$ cat src/pkg/uart_core_pkg.sv
package uart_core_pkg;

	// Channel layout
	localparam int CH_NUM = 3;
	localparam int HS_FIFO_DEPTH = 64;
	localparam int NS_FIFO_DEPTH = 16;
	localparam int FLOW_CH_NUM = 2;
	localparam int BUF_DEFAULT_DEPTH = 8;

	// Divider register fields
	localparam int DIV_EXT_EN_BIT = 29;
	localparam int DIV_ONE_BIT = 28;
	localparam int DIV_EXT_MSB = 27;
	localparam int DIV_EXT_LSB = 24;
	localparam int DIVISOR_W = 16;
	localparam logic [4:0] OVERSAMPLE_NORMAL = 5'h10;
	localparam logic [4:0] OVERSAMPLE_ONE = 5'h01;

	// Interrupt status bit positions
	localparam int IRQ_W = 7;
	localparam int IRQ_TX_EMPTY = 0;
	localparam int IRQ_RX_THR = 1;
	localparam int IRQ_LINE = 2;
	localparam int IRQ_TOUT = 3;
	localparam int IRQ_MODEM = 4;
	localparam int IRQ_BUF = 5;
	localparam int IRQ_LIN_BRK = 6;

	// Error status bit positions
	localparam int ERR_W = 4;
	localparam int ERR_PAR = 0;
	localparam int ERR_FRM = 1;
	localparam int ERR_BRK = 2;
	localparam int ERR_BUF = 3;

	// Frame shape: data bits, bits after start with and without parity
	localparam int DATA_W = 8;
	localparam int RX_ENTRY_W = 11;
	localparam logic [3:0] BITS_AFTER_START_NOPAR = 4'h9;
	localparam logic [3:0] BITS_AFTER_START_PAR = 4'ha;
	localparam logic [6:0] TOUT_MAX = 7'h7f;

	// Reset levels
	localparam logic TXD_IDLE = 1'b1;
	localparam logic RTS_N_RESET = 1'b1;

endpackage : uart_core_pkg
$ cat src/logic/uart_baud_and_interrupt_core.sv
`timescale 1ns/1ns

module uart_fifo #(
	parameter int WIDTH = uart_core_pkg::DATA_W,
	parameter int DEPTH = uart_core_pkg::BUF_DEFAULT_DEPTH
) (
	// Clock and reset
	input wire logic i_clk,
	input wire logic i_nrst,
	// Fill side
	input wire logic i_in_valid,
	input wire logic [WIDTH-1:0] i_in_data,
	output logic o_in_ready,
	// Drain side
	output logic o_out_valid,
	output logic [WIDTH-1:0] o_out_data,
	input wire logic i_out_ready,
	output logic [$clog2(DEPTH+1)-1:0] o_count
);
	localparam int AW = (DEPTH > 1) ? $clog2(DEPTH) : 1;
	localparam int CW = $clog2(DEPTH+1);
	typedef struct packed {
		logic [DEPTH-1:0][WIDTH-1:0] mem;
		logic [AW-1:0] wp;
		logic [AW-1:0] rp;
		logic [CW-1:0] cnt;
	} fifo_s;
	fifo_s st_ff;
	fifo_s nxt_st;
	logic push;
	logic pop;

	// Depth need not be a power of two, so pointers wrap explicitly
	function automatic logic [AW-1:0] ptr_inc(input logic [AW-1:0] p);
		return (p == AW'(DEPTH-1)) ? '0 : AW'(p + 1'b1);
	endfunction : ptr_inc

	assign o_in_ready = (st_ff.cnt != CW'(DEPTH));
	assign o_out_valid = (st_ff.cnt != '0);
	assign o_out_data = st_ff.mem[st_ff.rp];
	assign o_count = st_ff.cnt;

	always_comb
	begin
		nxt_st = st_ff;
		push = i_in_valid && o_in_ready;
		pop = i_out_ready && o_out_valid;
		if (push)
		begin
			nxt_st.mem[st_ff.wp] = i_in_data;
			nxt_st.wp = ptr_inc(st_ff.wp);
		end
		if (pop)
			nxt_st.rp = ptr_inc(st_ff.rp);
		if (push && !pop)
			nxt_st.cnt = CW'(st_ff.cnt + 1'b1);
		else if (pop && !push)
			nxt_st.cnt = CW'(st_ff.cnt - 1'b1);
	end

	always_ff @(posedge i_clk or negedge i_nrst)
	begin
		if (!i_nrst)
			st_ff <= '0;
		else
			st_ff <= nxt_st;
	end

	AST_FIFO_FULL_HOLDS: assert property (@(posedge i_clk) disable iff (!i_nrst)
		(!o_in_ready && i_in_valid && !i_out_ready) |=> (o_count == CW'(DEPTH)))
		else $error("fifo count moved while full and stalled");
	AST_FIFO_PUSH_COUNT: assert property (@(posedge i_clk) disable iff (!i_nrst)
		(push && !pop) |=> (o_count == $past(o_count) + 1'b1))
		else $error("fifo count did not rise on push");
	COV_FIFO_FULL: cover property (@(posedge i_clk) disable iff (!i_nrst) !o_in_ready);

endmodule : uart_fifo

module uart_channel #(
	parameter int FIFO_DEPTH = uart_core_pkg::NS_FIFO_DEPTH,
	parameter bit HAS_FLOW = 1'b1
) (
	// Clock and reset
	input wire logic i_clk,
	input wire logic i_nrst,
	// Configuration
	input wire logic [31:0] i_baud_divider_reg,
	input wire logic i_par_en,
	input wire logic i_par_even,
	input wire logic i_auto_flow_en,
	input wire logic i_lin_en,
	input wire logic [3:0] i_rts_trigger_level,
	input wire logic [6:0] i_rx_trigger_level,
	input wire logic [6:0] i_rx_timeout,
	input wire logic [6:0] i_irq_en,
	input wire logic [6:0] i_irq_clear,
	// Transmit words from the CPU
	input wire logic i_tx_valid,
	input wire logic [7:0] i_tx_data,
	output logic o_tx_ready,
	// Received words to the CPU
	output logic o_rx_valid,
	output logic [7:0] o_rx_data,
	output logic [2:0] o_rx_err,
	input wire logic i_rx_ready,
	// Serial line
	input wire logic i_rxd,
	output logic o_txd,
	input wire logic i_cts_n,
	output logic o_rts_n,
	// Status
	output logic [6:0] o_irq_status,
	output logic [3:0] o_err_status,
	output logic o_tx_busy,
	output logic o_rx_busy,
	output logic [6:0] o_rx_count,
	output logic o_irq
);
	localparam int CW = $clog2(FIFO_DEPTH+1);
	typedef enum logic {T_IDLE, T_SHIFT} tx_e;
	typedef enum logic [1:0] {R_IDLE, R_START, R_SHIFT} rx_e;
	typedef struct packed {
		logic [16:0] pre;
		tx_e tx_st;
		logic [4:0] tx_os;
		logic [3:0] tx_left;
		logic [9:0] tx_sh;
		logic txd;
		rx_e rx_st;
		logic [4:0] rx_os;
		logic [3:0] rx_left;
		logic [9:0] rx_sh;
		logic [6:0] tout;
		logic cts_prev;
		logic [3:0] err;
		logic modem;
		logic lin;
		logic rts_n;
	} chan_s;
	chan_s st_ff;
	chan_s nxt_st;

	logic tick;
	logic [4:0] os_len;
	logic tx_start;
	logic tx_bit_end;
	logic tx_f_valid;
	logic [7:0] tx_f_data;
	logic [CW-1:0] tx_f_count;
	logic rx_done;
	logic rx_push_ready;
	logic [10:0] rx_entry;
	logic [CW-1:0] rx_f_count;
	logic [9:0] nsh;
	logic [7:0] rdata;
	logic pe;
	logic fe;
	logic brk;
	logic par_calc;

	// Ticks per bit: mode 2 one, mode 1 ext+1, mode 0 sixteen
	function automatic logic [4:0] bit_ticks(input logic [31:0] r);
		if (r[uart_core_pkg::DIV_EXT_EN_BIT] && r[uart_core_pkg::DIV_ONE_BIT])
			return uart_core_pkg::OVERSAMPLE_ONE;
		else if (r[uart_core_pkg::DIV_EXT_EN_BIT])
			return 5'({1'b0, r[uart_core_pkg::DIV_EXT_MSB:uart_core_pkg::DIV_EXT_LSB]}) + 5'h01;
		else
			return uart_core_pkg::OVERSAMPLE_NORMAL;
	endfunction : bit_ticks

	function automatic logic parity_of(input logic [7:0] d, input logic even);
		return even ? ^d : ~^d;
	endfunction : parity_of

	uart_fifo #(.WIDTH(uart_core_pkg::DATA_W), .DEPTH(FIFO_DEPTH)) u_tx_fifo (
		.i_clk(i_clk),
		.i_nrst(i_nrst),
		.i_in_valid(i_tx_valid),
		.i_in_data(i_tx_data),
		.o_in_ready(o_tx_ready),
		.o_out_valid(tx_f_valid),
		.o_out_data(tx_f_data),
		.i_out_ready(tx_start),
		.o_count(tx_f_count)
	);

	// Each entry carries three error bits beside the byte
	uart_fifo #(.WIDTH(uart_core_pkg::RX_ENTRY_W), .DEPTH(FIFO_DEPTH)) u_rx_fifo (
		.i_clk(i_clk),
		.i_nrst(i_nrst),
		.i_in_valid(rx_done),
		.i_in_data(rx_entry),
		.o_in_ready(rx_push_ready),
		.o_out_valid(o_rx_valid),
		.o_out_data({o_rx_err, o_rx_data}),
		.i_out_ready(i_rx_ready),
		.o_count(rx_f_count)
	);

	// Divisor width caps the prescaler; a divisor of all ones still wraps
	assign tick = (st_ff.pre == 17'({1'b0, i_baud_divider_reg[uart_core_pkg::DIVISOR_W-1:0]}) + 17'h1);
	assign os_len = bit_ticks(i_baud_divider_reg);
	assign tx_bit_end = tick && (st_ff.tx_st == T_SHIFT) && (st_ff.tx_os == os_len - 5'h01);
	// CTS is only honoured on flow-capable channels
	assign tx_start = tick && (st_ff.tx_st == T_IDLE) && tx_f_valid
		&& (!HAS_FLOW || !i_auto_flow_en || !i_cts_n);
	assign o_txd = st_ff.txd;
	assign o_rts_n = st_ff.rts_n;
	assign o_tx_busy = (st_ff.tx_st == T_SHIFT);
	assign o_rx_busy = (st_ff.rx_st != R_IDLE);
	assign o_rx_count = 7'(rx_f_count);
	assign o_err_status = st_ff.err;
	assign o_irq_status[uart_core_pkg::IRQ_TX_EMPTY] = (tx_f_count == '0);
	assign o_irq_status[uart_core_pkg::IRQ_RX_THR] = (rx_f_count != '0)
		&& (7'(rx_f_count) >= i_rx_trigger_level);
	assign o_irq_status[uart_core_pkg::IRQ_LINE] = |st_ff.err[uart_core_pkg::ERR_BRK:0];
	assign o_irq_status[uart_core_pkg::IRQ_TOUT] = (rx_f_count != '0) && (st_ff.tout >= i_rx_timeout);
	assign o_irq_status[uart_core_pkg::IRQ_MODEM] = st_ff.modem;
	assign o_irq_status[uart_core_pkg::IRQ_BUF] = st_ff.err[uart_core_pkg::ERR_BUF];
	assign o_irq_status[uart_core_pkg::IRQ_LIN_BRK] = st_ff.lin;
	assign o_irq = |(o_irq_status & i_irq_en);
	assign rx_entry = {brk, fe, pe, rdata};

	always_comb
	begin
		nxt_st = st_ff;
		rx_done = 1'b0;
		nsh = {i_rxd, st_ff.rx_sh[9:1]};
		rdata = i_par_en ? nsh[7:0] : nsh[8:1];
		par_calc = parity_of(rdata, i_par_even);
		pe = i_par_en && (nsh[8] != par_calc);
		fe = !nsh[9];
		brk = ~|nsh;
		nxt_st.pre = tick ? 17'h0 : 17'(st_ff.pre + 17'h1);
		// Transmitter
		unique case (st_ff.tx_st)
			T_IDLE:
			begin
				if (tx_start)
				begin
					nxt_st.tx_st = T_SHIFT;
					nxt_st.tx_os = 5'h00;
					nxt_st.txd = 1'b0;
					nxt_st.tx_sh = {1'b1, i_par_en ? parity_of(tx_f_data, i_par_even) : 1'b1, tx_f_data};
					nxt_st.tx_left = i_par_en ? uart_core_pkg::BITS_AFTER_START_PAR
						: uart_core_pkg::BITS_AFTER_START_NOPAR;
				end
			end
			T_SHIFT:
			begin
				if (tx_bit_end)
				begin
					nxt_st.tx_os = 5'h00;
					if (st_ff.tx_left == 4'h0)
					begin
						nxt_st.tx_st = T_IDLE;
						nxt_st.txd = uart_core_pkg::TXD_IDLE;
					end
					else
					begin
						nxt_st.txd = st_ff.tx_sh[0];
						nxt_st.tx_sh = {1'b1, st_ff.tx_sh[9:1]};
						nxt_st.tx_left = 4'(st_ff.tx_left - 4'h1);
					end
				end
				else if (tick)
					nxt_st.tx_os = 5'(st_ff.tx_os + 5'h01);
			end
		endcase
		// Receiver: check start at mid-bit unless a bit is one tick (mode 2), then sample once per bit
		unique case (st_ff.rx_st)
			R_IDLE:
			begin
				if (tick && !i_rxd)
				begin
					nxt_st.rx_sh = 10'h000;
					nxt_st.rx_os = 5'h01;
					nxt_st.rx_left = i_par_en ? uart_core_pkg::BITS_AFTER_START_PAR
						: uart_core_pkg::BITS_AFTER_START_NOPAR;
					nxt_st.rx_st = ((os_len >> 1) == 5'h00) ? R_SHIFT : R_START;
					if ((os_len >> 1) == 5'h00)
						nxt_st.rx_os = 5'h00;
				end
			end
			R_START:
			begin
				if (tick && (st_ff.rx_os >= (os_len >> 1)))
				begin
					nxt_st.rx_os = 5'h00;
					nxt_st.rx_st = i_rxd ? R_IDLE : R_SHIFT;
				end
				else if (tick)
					nxt_st.rx_os = 5'(st_ff.rx_os + 5'h01);
			end
			R_SHIFT:
			begin
				if (tick && (st_ff.rx_os == os_len - 5'h01))
				begin
					nxt_st.rx_os = 5'h00;
					nxt_st.rx_sh = nsh;
					nxt_st.rx_left = 4'(st_ff.rx_left - 4'h1);
					if (st_ff.rx_left == 4'h1)
					begin
						rx_done = 1'b1;
						nxt_st.rx_st = R_IDLE;
					end
				end
				else if (tick)
					nxt_st.rx_os = 5'(st_ff.rx_os + 5'h01);
			end
			default:
				nxt_st.rx_st = R_IDLE;
		endcase
		// Idle timer restarts on any receive activity or a read
		if (rx_done || (st_ff.rx_st != R_IDLE) || (o_rx_valid && i_rx_ready))
			nxt_st.tout = 7'h00;
		else if (tick && (rx_f_count != '0) && (st_ff.tout != uart_core_pkg::TOUT_MAX))
			nxt_st.tout = 7'(st_ff.tout + 7'h01);
		// Sticky flags: a set in the clearing cycle wins
		nxt_st.err[uart_core_pkg::ERR_BRK:0] = (st_ff.err[uart_core_pkg::ERR_BRK:0]
			& {3{~i_irq_clear[uart_core_pkg::IRQ_LINE]}})
			| ({3{rx_done}} & {brk, fe, pe});
		nxt_st.err[uart_core_pkg::ERR_BUF] = (st_ff.err[uart_core_pkg::ERR_BUF]
			&& !i_irq_clear[uart_core_pkg::IRQ_BUF])
			|| (rx_done && !rx_push_ready) || (i_tx_valid && !o_tx_ready);
		nxt_st.cts_prev = i_cts_n;
		nxt_st.modem = (st_ff.modem && !i_irq_clear[uart_core_pkg::IRQ_MODEM])
			|| (HAS_FLOW && (st_ff.cts_prev != i_cts_n));
		nxt_st.lin = (st_ff.lin && !i_irq_clear[uart_core_pkg::IRQ_LIN_BRK])
			|| (i_lin_en && rx_done && brk);
		if (HAS_FLOW && i_auto_flow_en)
			nxt_st.rts_n = (7'(rx_f_count) >= {3'h0, i_rts_trigger_level});
		else
			nxt_st.rts_n = !HAS_FLOW;
	end

	always_ff @(posedge i_clk or negedge i_nrst)
	begin
		if (!i_nrst)
		begin
			st_ff <= '0;
			st_ff.txd <= uart_core_pkg::TXD_IDLE;
			st_ff.rts_n <= uart_core_pkg::RTS_N_RESET;
			st_ff.cts_prev <= 1'b1;
		end
		else
			st_ff <= nxt_st;
	end

	// Bit length checks; they assume the divider is steady during a frame
	int unsigned tick_gap;
	int unsigned bit_cyc;
	int unsigned div_p2;
	assign div_p2 = 32'(i_baud_divider_reg[uart_core_pkg::DIVISOR_W-1:0]) + 2;
	always_ff @(posedge i_clk or negedge i_nrst)
	begin
		if (!i_nrst)
		begin
			// Prescaler restarts at zero, so the first period is already a full one
			tick_gap <= 1;
			bit_cyc <= 0;
		end
		else
		begin
			tick_gap <= tick ? 1 : tick_gap + 1;
			bit_cyc <= (tx_start || tx_bit_end) ? 1 : bit_cyc + 1;
		end
	end

	AST_TICK_PERIOD: assert property (@(posedge i_clk) disable iff (!i_nrst)
		(tick && $stable(i_baud_divider_reg)) |-> (tick_gap == div_p2))
		else $error("bit clock period is not divisor plus two");
	AST_MODE0_BIT: assert property (@(posedge i_clk) disable iff (!i_nrst)
		(tx_bit_end && !i_baud_divider_reg[uart_core_pkg::DIV_EXT_EN_BIT]) |-> (bit_cyc == 16 * div_p2))
		else $error("mode 0 bit length wrong");
	AST_MODE1_BIT: assert property (@(posedge i_clk) disable iff (!i_nrst)
		(tx_bit_end && i_baud_divider_reg[uart_core_pkg::DIV_EXT_EN_BIT]
		&& !i_baud_divider_reg[uart_core_pkg::DIV_ONE_BIT])
		|-> (bit_cyc == (32'(i_baud_divider_reg[27:24]) + 1) * div_p2))
		else $error("mode 1 bit length wrong");
	AST_MODE2_BIT: assert property (@(posedge i_clk) disable iff (!i_nrst)
		(tx_bit_end && i_baud_divider_reg[uart_core_pkg::DIV_EXT_EN_BIT]
		&& i_baud_divider_reg[uart_core_pkg::DIV_ONE_BIT]) |-> (bit_cyc == div_p2))
		else $error("mode 2 bit length wrong");
	AST_RTS_AT_TRIGGER: assert property (@(posedge i_clk) disable iff (!i_nrst)
		(HAS_FLOW && i_auto_flow_en && (7'(rx_f_count) >= {3'h0, i_rts_trigger_level})) |=> o_rts_n)
		else $error("RTS still asserted at trigger level");
	AST_TX_WAITS_CTS: assert property (@(posedge i_clk) disable iff (!i_nrst)
		(HAS_FLOW && i_auto_flow_en && i_cts_n && !o_tx_busy) |=> (!o_tx_busy && o_txd))
		else $error("transmit started without CTS");
	AST_LINE_ERR_SET: assert property (@(posedge i_clk) disable iff (!i_nrst)
		(rx_done && (fe || pe)) |=> o_irq_status[uart_core_pkg::IRQ_LINE])
		else $error("line status flag missed an error");
	AST_SET_WINS: assert property (@(posedge i_clk) disable iff (!i_nrst)
		(rx_done && brk && i_irq_clear[uart_core_pkg::IRQ_LINE])
		|=> o_err_status[uart_core_pkg::ERR_BRK])
		else $error("break lost to a same-cycle clear");
	COV_TX_FRAME: cover property (@(posedge i_clk) disable iff (!i_nrst) tx_bit_end && st_ff.tx_left == 4'h0);
	COV_RX_BYTE: cover property (@(posedge i_clk) disable iff (!i_nrst) rx_done && rx_push_ready);
	COV_RTS_DROP: cover property (@(posedge i_clk) disable iff (!i_nrst) $rose(o_rts_n));

endmodule : uart_channel

// What this block does
// - Three channels; channels 0,1 have flow control
// - Serial-to-parallel receive, parallel-to-serial transmit
// - Seven interrupt kinds per channel
// - Channels 0,2 share line 12; 1 owns 13
// - Channel 0 has 64-byte TX and RX FIFOs
// - Channels 1,2 have 16-byte TX and RX FIFOs
// - Status readable anytime with four error flags
// - Divider makes bit clock from divisor plus two
// - Mode 0: clock over sixteen times divisor+2
// - Mode 1: clock over (ext+1)(divisor+2), ext>=8
// - Mode 2: clock over divisor+2, divisor>=3
// - Auto flow: RTS drops at trigger, TX needs CTS
module uart_baud_and_interrupt_core (
	// Clock and reset
	input wire logic i_clk,
	input wire logic i_nrst,
	// Per-channel configuration
	input wire logic [2:0][31:0] i_baud_divider_reg,
	input wire logic [2:0] i_par_en,
	input wire logic [2:0] i_par_even,
	input wire logic [2:0] i_auto_flow_en,
	input wire logic [2:0] i_lin_en,
	input wire logic [2:0][3:0] i_rts_trigger_level,
	input wire logic [2:0][6:0] i_rx_trigger_level,
	input wire logic [2:0][6:0] i_rx_timeout,
	input wire logic [2:0][6:0] i_irq_en,
	input wire logic [2:0][6:0] i_irq_clear,
	// Transmit words
	input wire logic [2:0] i_tx_valid,
	input wire logic [2:0][7:0] i_tx_data,
	output logic [2:0] o_tx_ready,
	// Received words
	output logic [2:0] o_rx_valid,
	output logic [2:0][7:0] o_rx_data,
	output logic [2:0][2:0] o_rx_err,
	input wire logic [2:0] i_rx_ready,
	// Serial lines
	input wire logic [2:0] i_rxd,
	output logic [2:0] o_txd,
	input wire logic [2:0] i_cts_n,
	output logic [2:0] o_rts_n,
	// Status and interrupt lines
	output logic [2:0][6:0] o_irq_status,
	output logic [2:0][3:0] o_err_status,
	output logic [2:0] o_tx_busy,
	output logic [2:0] o_rx_busy,
	output logic [2:0][6:0] o_rx_count,
	output logic o_irq_shared,
	output logic o_irq_own
);
	logic [2:0] ch_irq;

	for (genvar g = 0; g < uart_core_pkg::CH_NUM; g++)
	begin : g_ch
		uart_channel #(
			.FIFO_DEPTH((g == 0) ? uart_core_pkg::HS_FIFO_DEPTH : uart_core_pkg::NS_FIFO_DEPTH),
			.HAS_FLOW(g < uart_core_pkg::FLOW_CH_NUM)
		) u_ch (
			.i_clk(i_clk),
			.i_nrst(i_nrst),
			.i_baud_divider_reg(i_baud_divider_reg[g]),
			.i_par_en(i_par_en[g]),
			.i_par_even(i_par_even[g]),
			.i_auto_flow_en(i_auto_flow_en[g]),
			.i_lin_en(i_lin_en[g]),
			.i_rts_trigger_level(i_rts_trigger_level[g]),
			.i_rx_trigger_level(i_rx_trigger_level[g]),
			.i_rx_timeout(i_rx_timeout[g]),
			.i_irq_en(i_irq_en[g]),
			.i_irq_clear(i_irq_clear[g]),
			.i_tx_valid(i_tx_valid[g]),
			.i_tx_data(i_tx_data[g]),
			.o_tx_ready(o_tx_ready[g]),
			.o_rx_valid(o_rx_valid[g]),
			.o_rx_data(o_rx_data[g]),
			.o_rx_err(o_rx_err[g]),
			.i_rx_ready(i_rx_ready[g]),
			.i_rxd(i_rxd[g]),
			.o_txd(o_txd[g]),
			.i_cts_n(i_cts_n[g]),
			.o_rts_n(o_rts_n[g]),
			.o_irq_status(o_irq_status[g]),
			.o_err_status(o_err_status[g]),
			.o_tx_busy(o_tx_busy[g]),
			.o_rx_busy(o_rx_busy[g]),
			.o_rx_count(o_rx_count[g]),
			.o_irq(ch_irq[g])
		);
	end

	// Line 12 is shared by channels 0 and 2, line 13 is channel 1 alone
	assign o_irq_shared = ch_irq[0] | ch_irq[2];
	assign o_irq_own = ch_irq[1];

endmodule : uart_baud_and_interrupt_core

$ cat config.mk
export PLATFORM = sky130hd
export DESIGN_NAME = uart_baud_and_interrupt_core
export DESIGN_NICKNAME = d
export VERILOG_FILES = /design/src/pkg/uart_core_pkg.sv /design/src/logic/uart_baud_and_interrupt_core.sv
export SDC_FILE = /design/constraint.sdc
export NUM_CORES = 2
export LEC_CHECK = 0
export BUFFER_PORTS_ARGS = -buffer_cell sky130_fd_sc_hd__buf_2
export CAP_MARGIN = 25
export CORE_ASPECT_RATIO = 0.8
export CORE_UTILIZATION = 37
export CTS_BUF_LIST = sky130_fd_sc_hd__clkbuf_16
export CTS_CLUSTER_DIAMETER = 150
export DETAILED_ROUTE_END_ITERATION = 10
export GPL_ROUTABILITY_DRIVEN = 1
export GPL_TIMING_DRIVEN = 1
export MAX_ROUTING_LAYER = met4
export PLACE_DENSITY = 0.51
export SYNTH_ARGS = -nofsm -noshare
export SYNTH_HDL_FRONTEND = slang
export SYNTH_SLANG_ARGS = --single-unit
$ cat constraint.sdc
create_clock -name i_clk -period 4.2 [get_ports i_clk]
set_clock_uncertainty 0.15 [all_clocks]
set_input_delay 0.63 -clock i_clk [delete_from_list [all_inputs] [get_ports i_clk]]
set_output_delay 0.63 -clock i_clk [all_outputs]
set_load 0.02 [all_outputs]
==> run metrics <==
fin worst setup slack -0.318 ns; fmax 221 MHz; WP data arrival 3.74 ns; Post-Layout Cell Count 12800; synth-to-layout area growth 15.8%; Placeable Area 275000 um^2; antenna-violating nets left 0; Hold Path Class in -> reg; CTS tree built; Worst path max stage delay 0.60 ns; #FFs+latches synth 2131; gr usage total 0.214; VDD IR-drop max 0.403 mV; Synth warnings 0; Slew @ Worst Pin 1.07 ns; total power 52.5 mW; placed standard-cell area 111000 um^2; # port buffers 298; vias in the first global route 70000; Worst Path Required 3.42 ns; final WL 290 mm; ys flop type dfrtp_1; GRT overflow 0; Yosys cell types 91; share of post-route cells with drive strength above 1 0.299; post-layout min period 4.52 ns; DRT iter0 DRCs 4793; crit path launch type flip-flop; largest net degree at the start of global routing 132; Die Ht 474 um; sequential fraction of the synthesis area 0.518; fin util 0.432; Max Cap Violations 0; cell taking the most area after synthesis dfrtp_1; RSZ-0062 raised after global routing yes; CP max stage cell mux4_2; Post-Syn Area 103000 um^2; status finished, violations left; Die W 592 um; top cells by area, synth dfrtp_1, mux2_2, mux4_2, o21ai_0, nand2_1; vias per inst 5.40; Routed WL per cell 22.6 um; total CTS buffers 229; Starting Density 0.373; Avg Cell Area, Syn 12.0 um^2; static leakage 53.5 nW; Longest Clk Path Bufs 4; Slew Viols, Final 0; die area 280000 um^2; Worst-Skew Late Latency 0.89 ns; failing checks setup timing; global placer's final weighted congestion 0.856; CP endpoint kind output port; critical path cell sequence buf_12, buf_16, buf_12, mux4_2, mux4_2, mux4_2, buf_6; detailed placement HPWL 200 mm; Crit path top cell by count mux4_2; synthesized netlist cell count 8594; H-tree level count 4; Power Dens Cells 441 nW/um^2; Worst Setup Path Type reg -> out; Placed Cells incl. Taps 12400; CTS clk-pin slew, worst paths 0.06 ns; first-pass GRT wire length 449 mm; Synth async-reset ratio 1.00; final hold vios 0; Slew HR 0.280; I/O Pins 349; iteration count of the initial detailed-routing pass 7; initial antenna violation count 29; DRC viols 0; most common cell after layout, fill and taps aside dfrtp_1; number of flops mapped to enable cells by yosys 0; post-route design area 119000 um^2; clk sinks 2131; endpoints failing setup 12; Synth top area share 0.517; CTS root buffer clkbuf_16; nets 9398; Critical Path Fanout Max 5; final period utilization 1.08; row cnt 172; DP Worst Slack -0.199 ns; commonest non-fill, non-tap cells in the layout dfrtp_1, nand2_1, o21ai_0; Vias 69300
## final timing paths
| check | start | to | slack, ns | cells after the start |
|---|---|---|---|---|
| max reg2reg | g_ch[2].u_ch.st_ff[63] | g_ch[2].u_ch.o_irq_status[6] | 0.18 | 12 |
| min reg2reg | g_ch[2].u_ch.st_ff[46] | g_ch[2].u_ch.st_ff[46] | 0.32 | 1 |
| min | i_tx_data[18] | g_ch[2].u_ch.u_tx_fifo.st_ff[103] | 0.07 | 2 |
| max | g_ch[0].u_ch.u_rx_fifo.st_ff[7] | o_rx_err[0] | -0.32 | 7 |
| min in group asynchronous | i_nrst | g_ch[2].u_ch.u_rx_fifo.st_ff[174] | 0.22 | 2 |
| max in group asynchronous | i_nrst | g_ch[0].u_ch.u_rx_fifo.st_ff[466] | 2.24 | 3 |
## sequential cells by signal (all words and copies together) (netlist names)
register                     flops
g_ch.u_ch.u_rx_fifo.o_count     17
g_ch.u_ch.nsh                   27
g_ch.u_ch.o_txd                  3
g_ch.u_ch.u_rx_fifo.st_ff     1084
g_ch.u_ch.u_tx_fifo.st_ff      796
g_ch.u_ch.u_tx_fifo.o_count     17
g_ch.u_ch.o_tx_busy              3
g_ch.u_ch.o_err_status          12
g_ch.u_ch.o_irq_status           6
g_ch.u_ch.o_rts_n                2
g_ch.u_ch.st_ff                164
## Yosys cell counts, types with 27 or more instances
| cell | n |
|---|---|
| mux2_2 | 1018 |
| nor2_1 | 248 |
| and2_1 | 42 |
| xor2_1 | 86 |
| xnor2_1 | 161 |
| nor3_1 | 53 |
| nor2b_1 | 42 |
| and3_1 | 38 |
| o21ai_0 | 1038 |
| a22oi_1 | 39 |
| nand2_1 | 1094 |
| nand4_1 | 114 |
| nand3_1 | 149 |
| a21o_1 | 70 |
| ha_1 | 155 |
| buf_1 | 79 |
| clkbuf_1 | 502 |
| mux2i_1 | 174 |
| dfrtp_1 | 2124 |
| o221ai_1 | 30 |
| nand2b_1 | 30 |
| a21oi_1 | 115 |
| buf_2 | 45 |
| inv_1 | 199 |
| a221oi_1 | 27 |
| buf_4 | 60 |
| mux4_2 | 458 |
## worst max-delay path, delay by kind of cell, from the launching register on
kind                   cells  cell delay, ns
muxes                      3            1.72
DFF                        1            0.48
buffers and inverters      4            0.62
## power breakdown
group | internal, mW | switching (mW) | total, mW
registers | 23.2 | 1.55 | 24.7
clock network | 10.9 | 8.52 | 19.4
logic | 4.47 | 3.93 | 8.39
## metal layers
metal	part of all wire	routed length, um	up-vias	global-route usage
met5	0	0	-	-
met4	0.022	6370	0	0.0470
met3	0.046	13400	375	0.0250
met2	0.43	126000	1509	0.311
met1	0.50	145000	35800	0.321
li1	-	-	31600	-
## through the flow
step,hold slack (ns),TNS (ns)
floorplan,0.184,-0.0324
global placement,0.297,-1.61
detailed placement,0.304,-4.74
CTS,0.00295,-4.26
global route,0.0472,-4.34
finish,0.0747,-3.20
## timing repair
action | 4_1_cts | 5_1_grt
cloned | 5 | 5
endpoints found under the setup margin | 14 | 23
endpoints found under the hold margin | 86 | 0
setup buffers | 10 | 3
pin swaps | 8 | 10
gates resized for setup | 40 | 28
hold buffers | 30 | 0
## area by class of cell
class                   instances  area, um^2
clock buffers                 233        5830
clock inverters               181        1220
inverters                     202         761
diodes                         11        27.5
flip-flops and latches       2131       53400
multi-input cells            5576       46300
fillers                     25600      156000
repair buffers                855        7000
well taps                    3654        4570
## cell families (layout without fill, tap and decap cells)
group                    count (synthesis)  count (layout)  synth area share
flip-flops                            2131            2131             0.518
AO/OA/AOI/OAI                         1543            1543            0.0861
multiplexers                          1670            1670             0.231
AND/OR/NAND/NOR                       1937            1937            0.0846
other                                    2              16         0.0000730
buffers and inverters                  890            1471            0.0354
XOR/XNOR                               260             260            0.0239
adder cells (fa/ha/maj)                161             161            0.0200
Note: power is estimated with default switching activity, not from simulation.
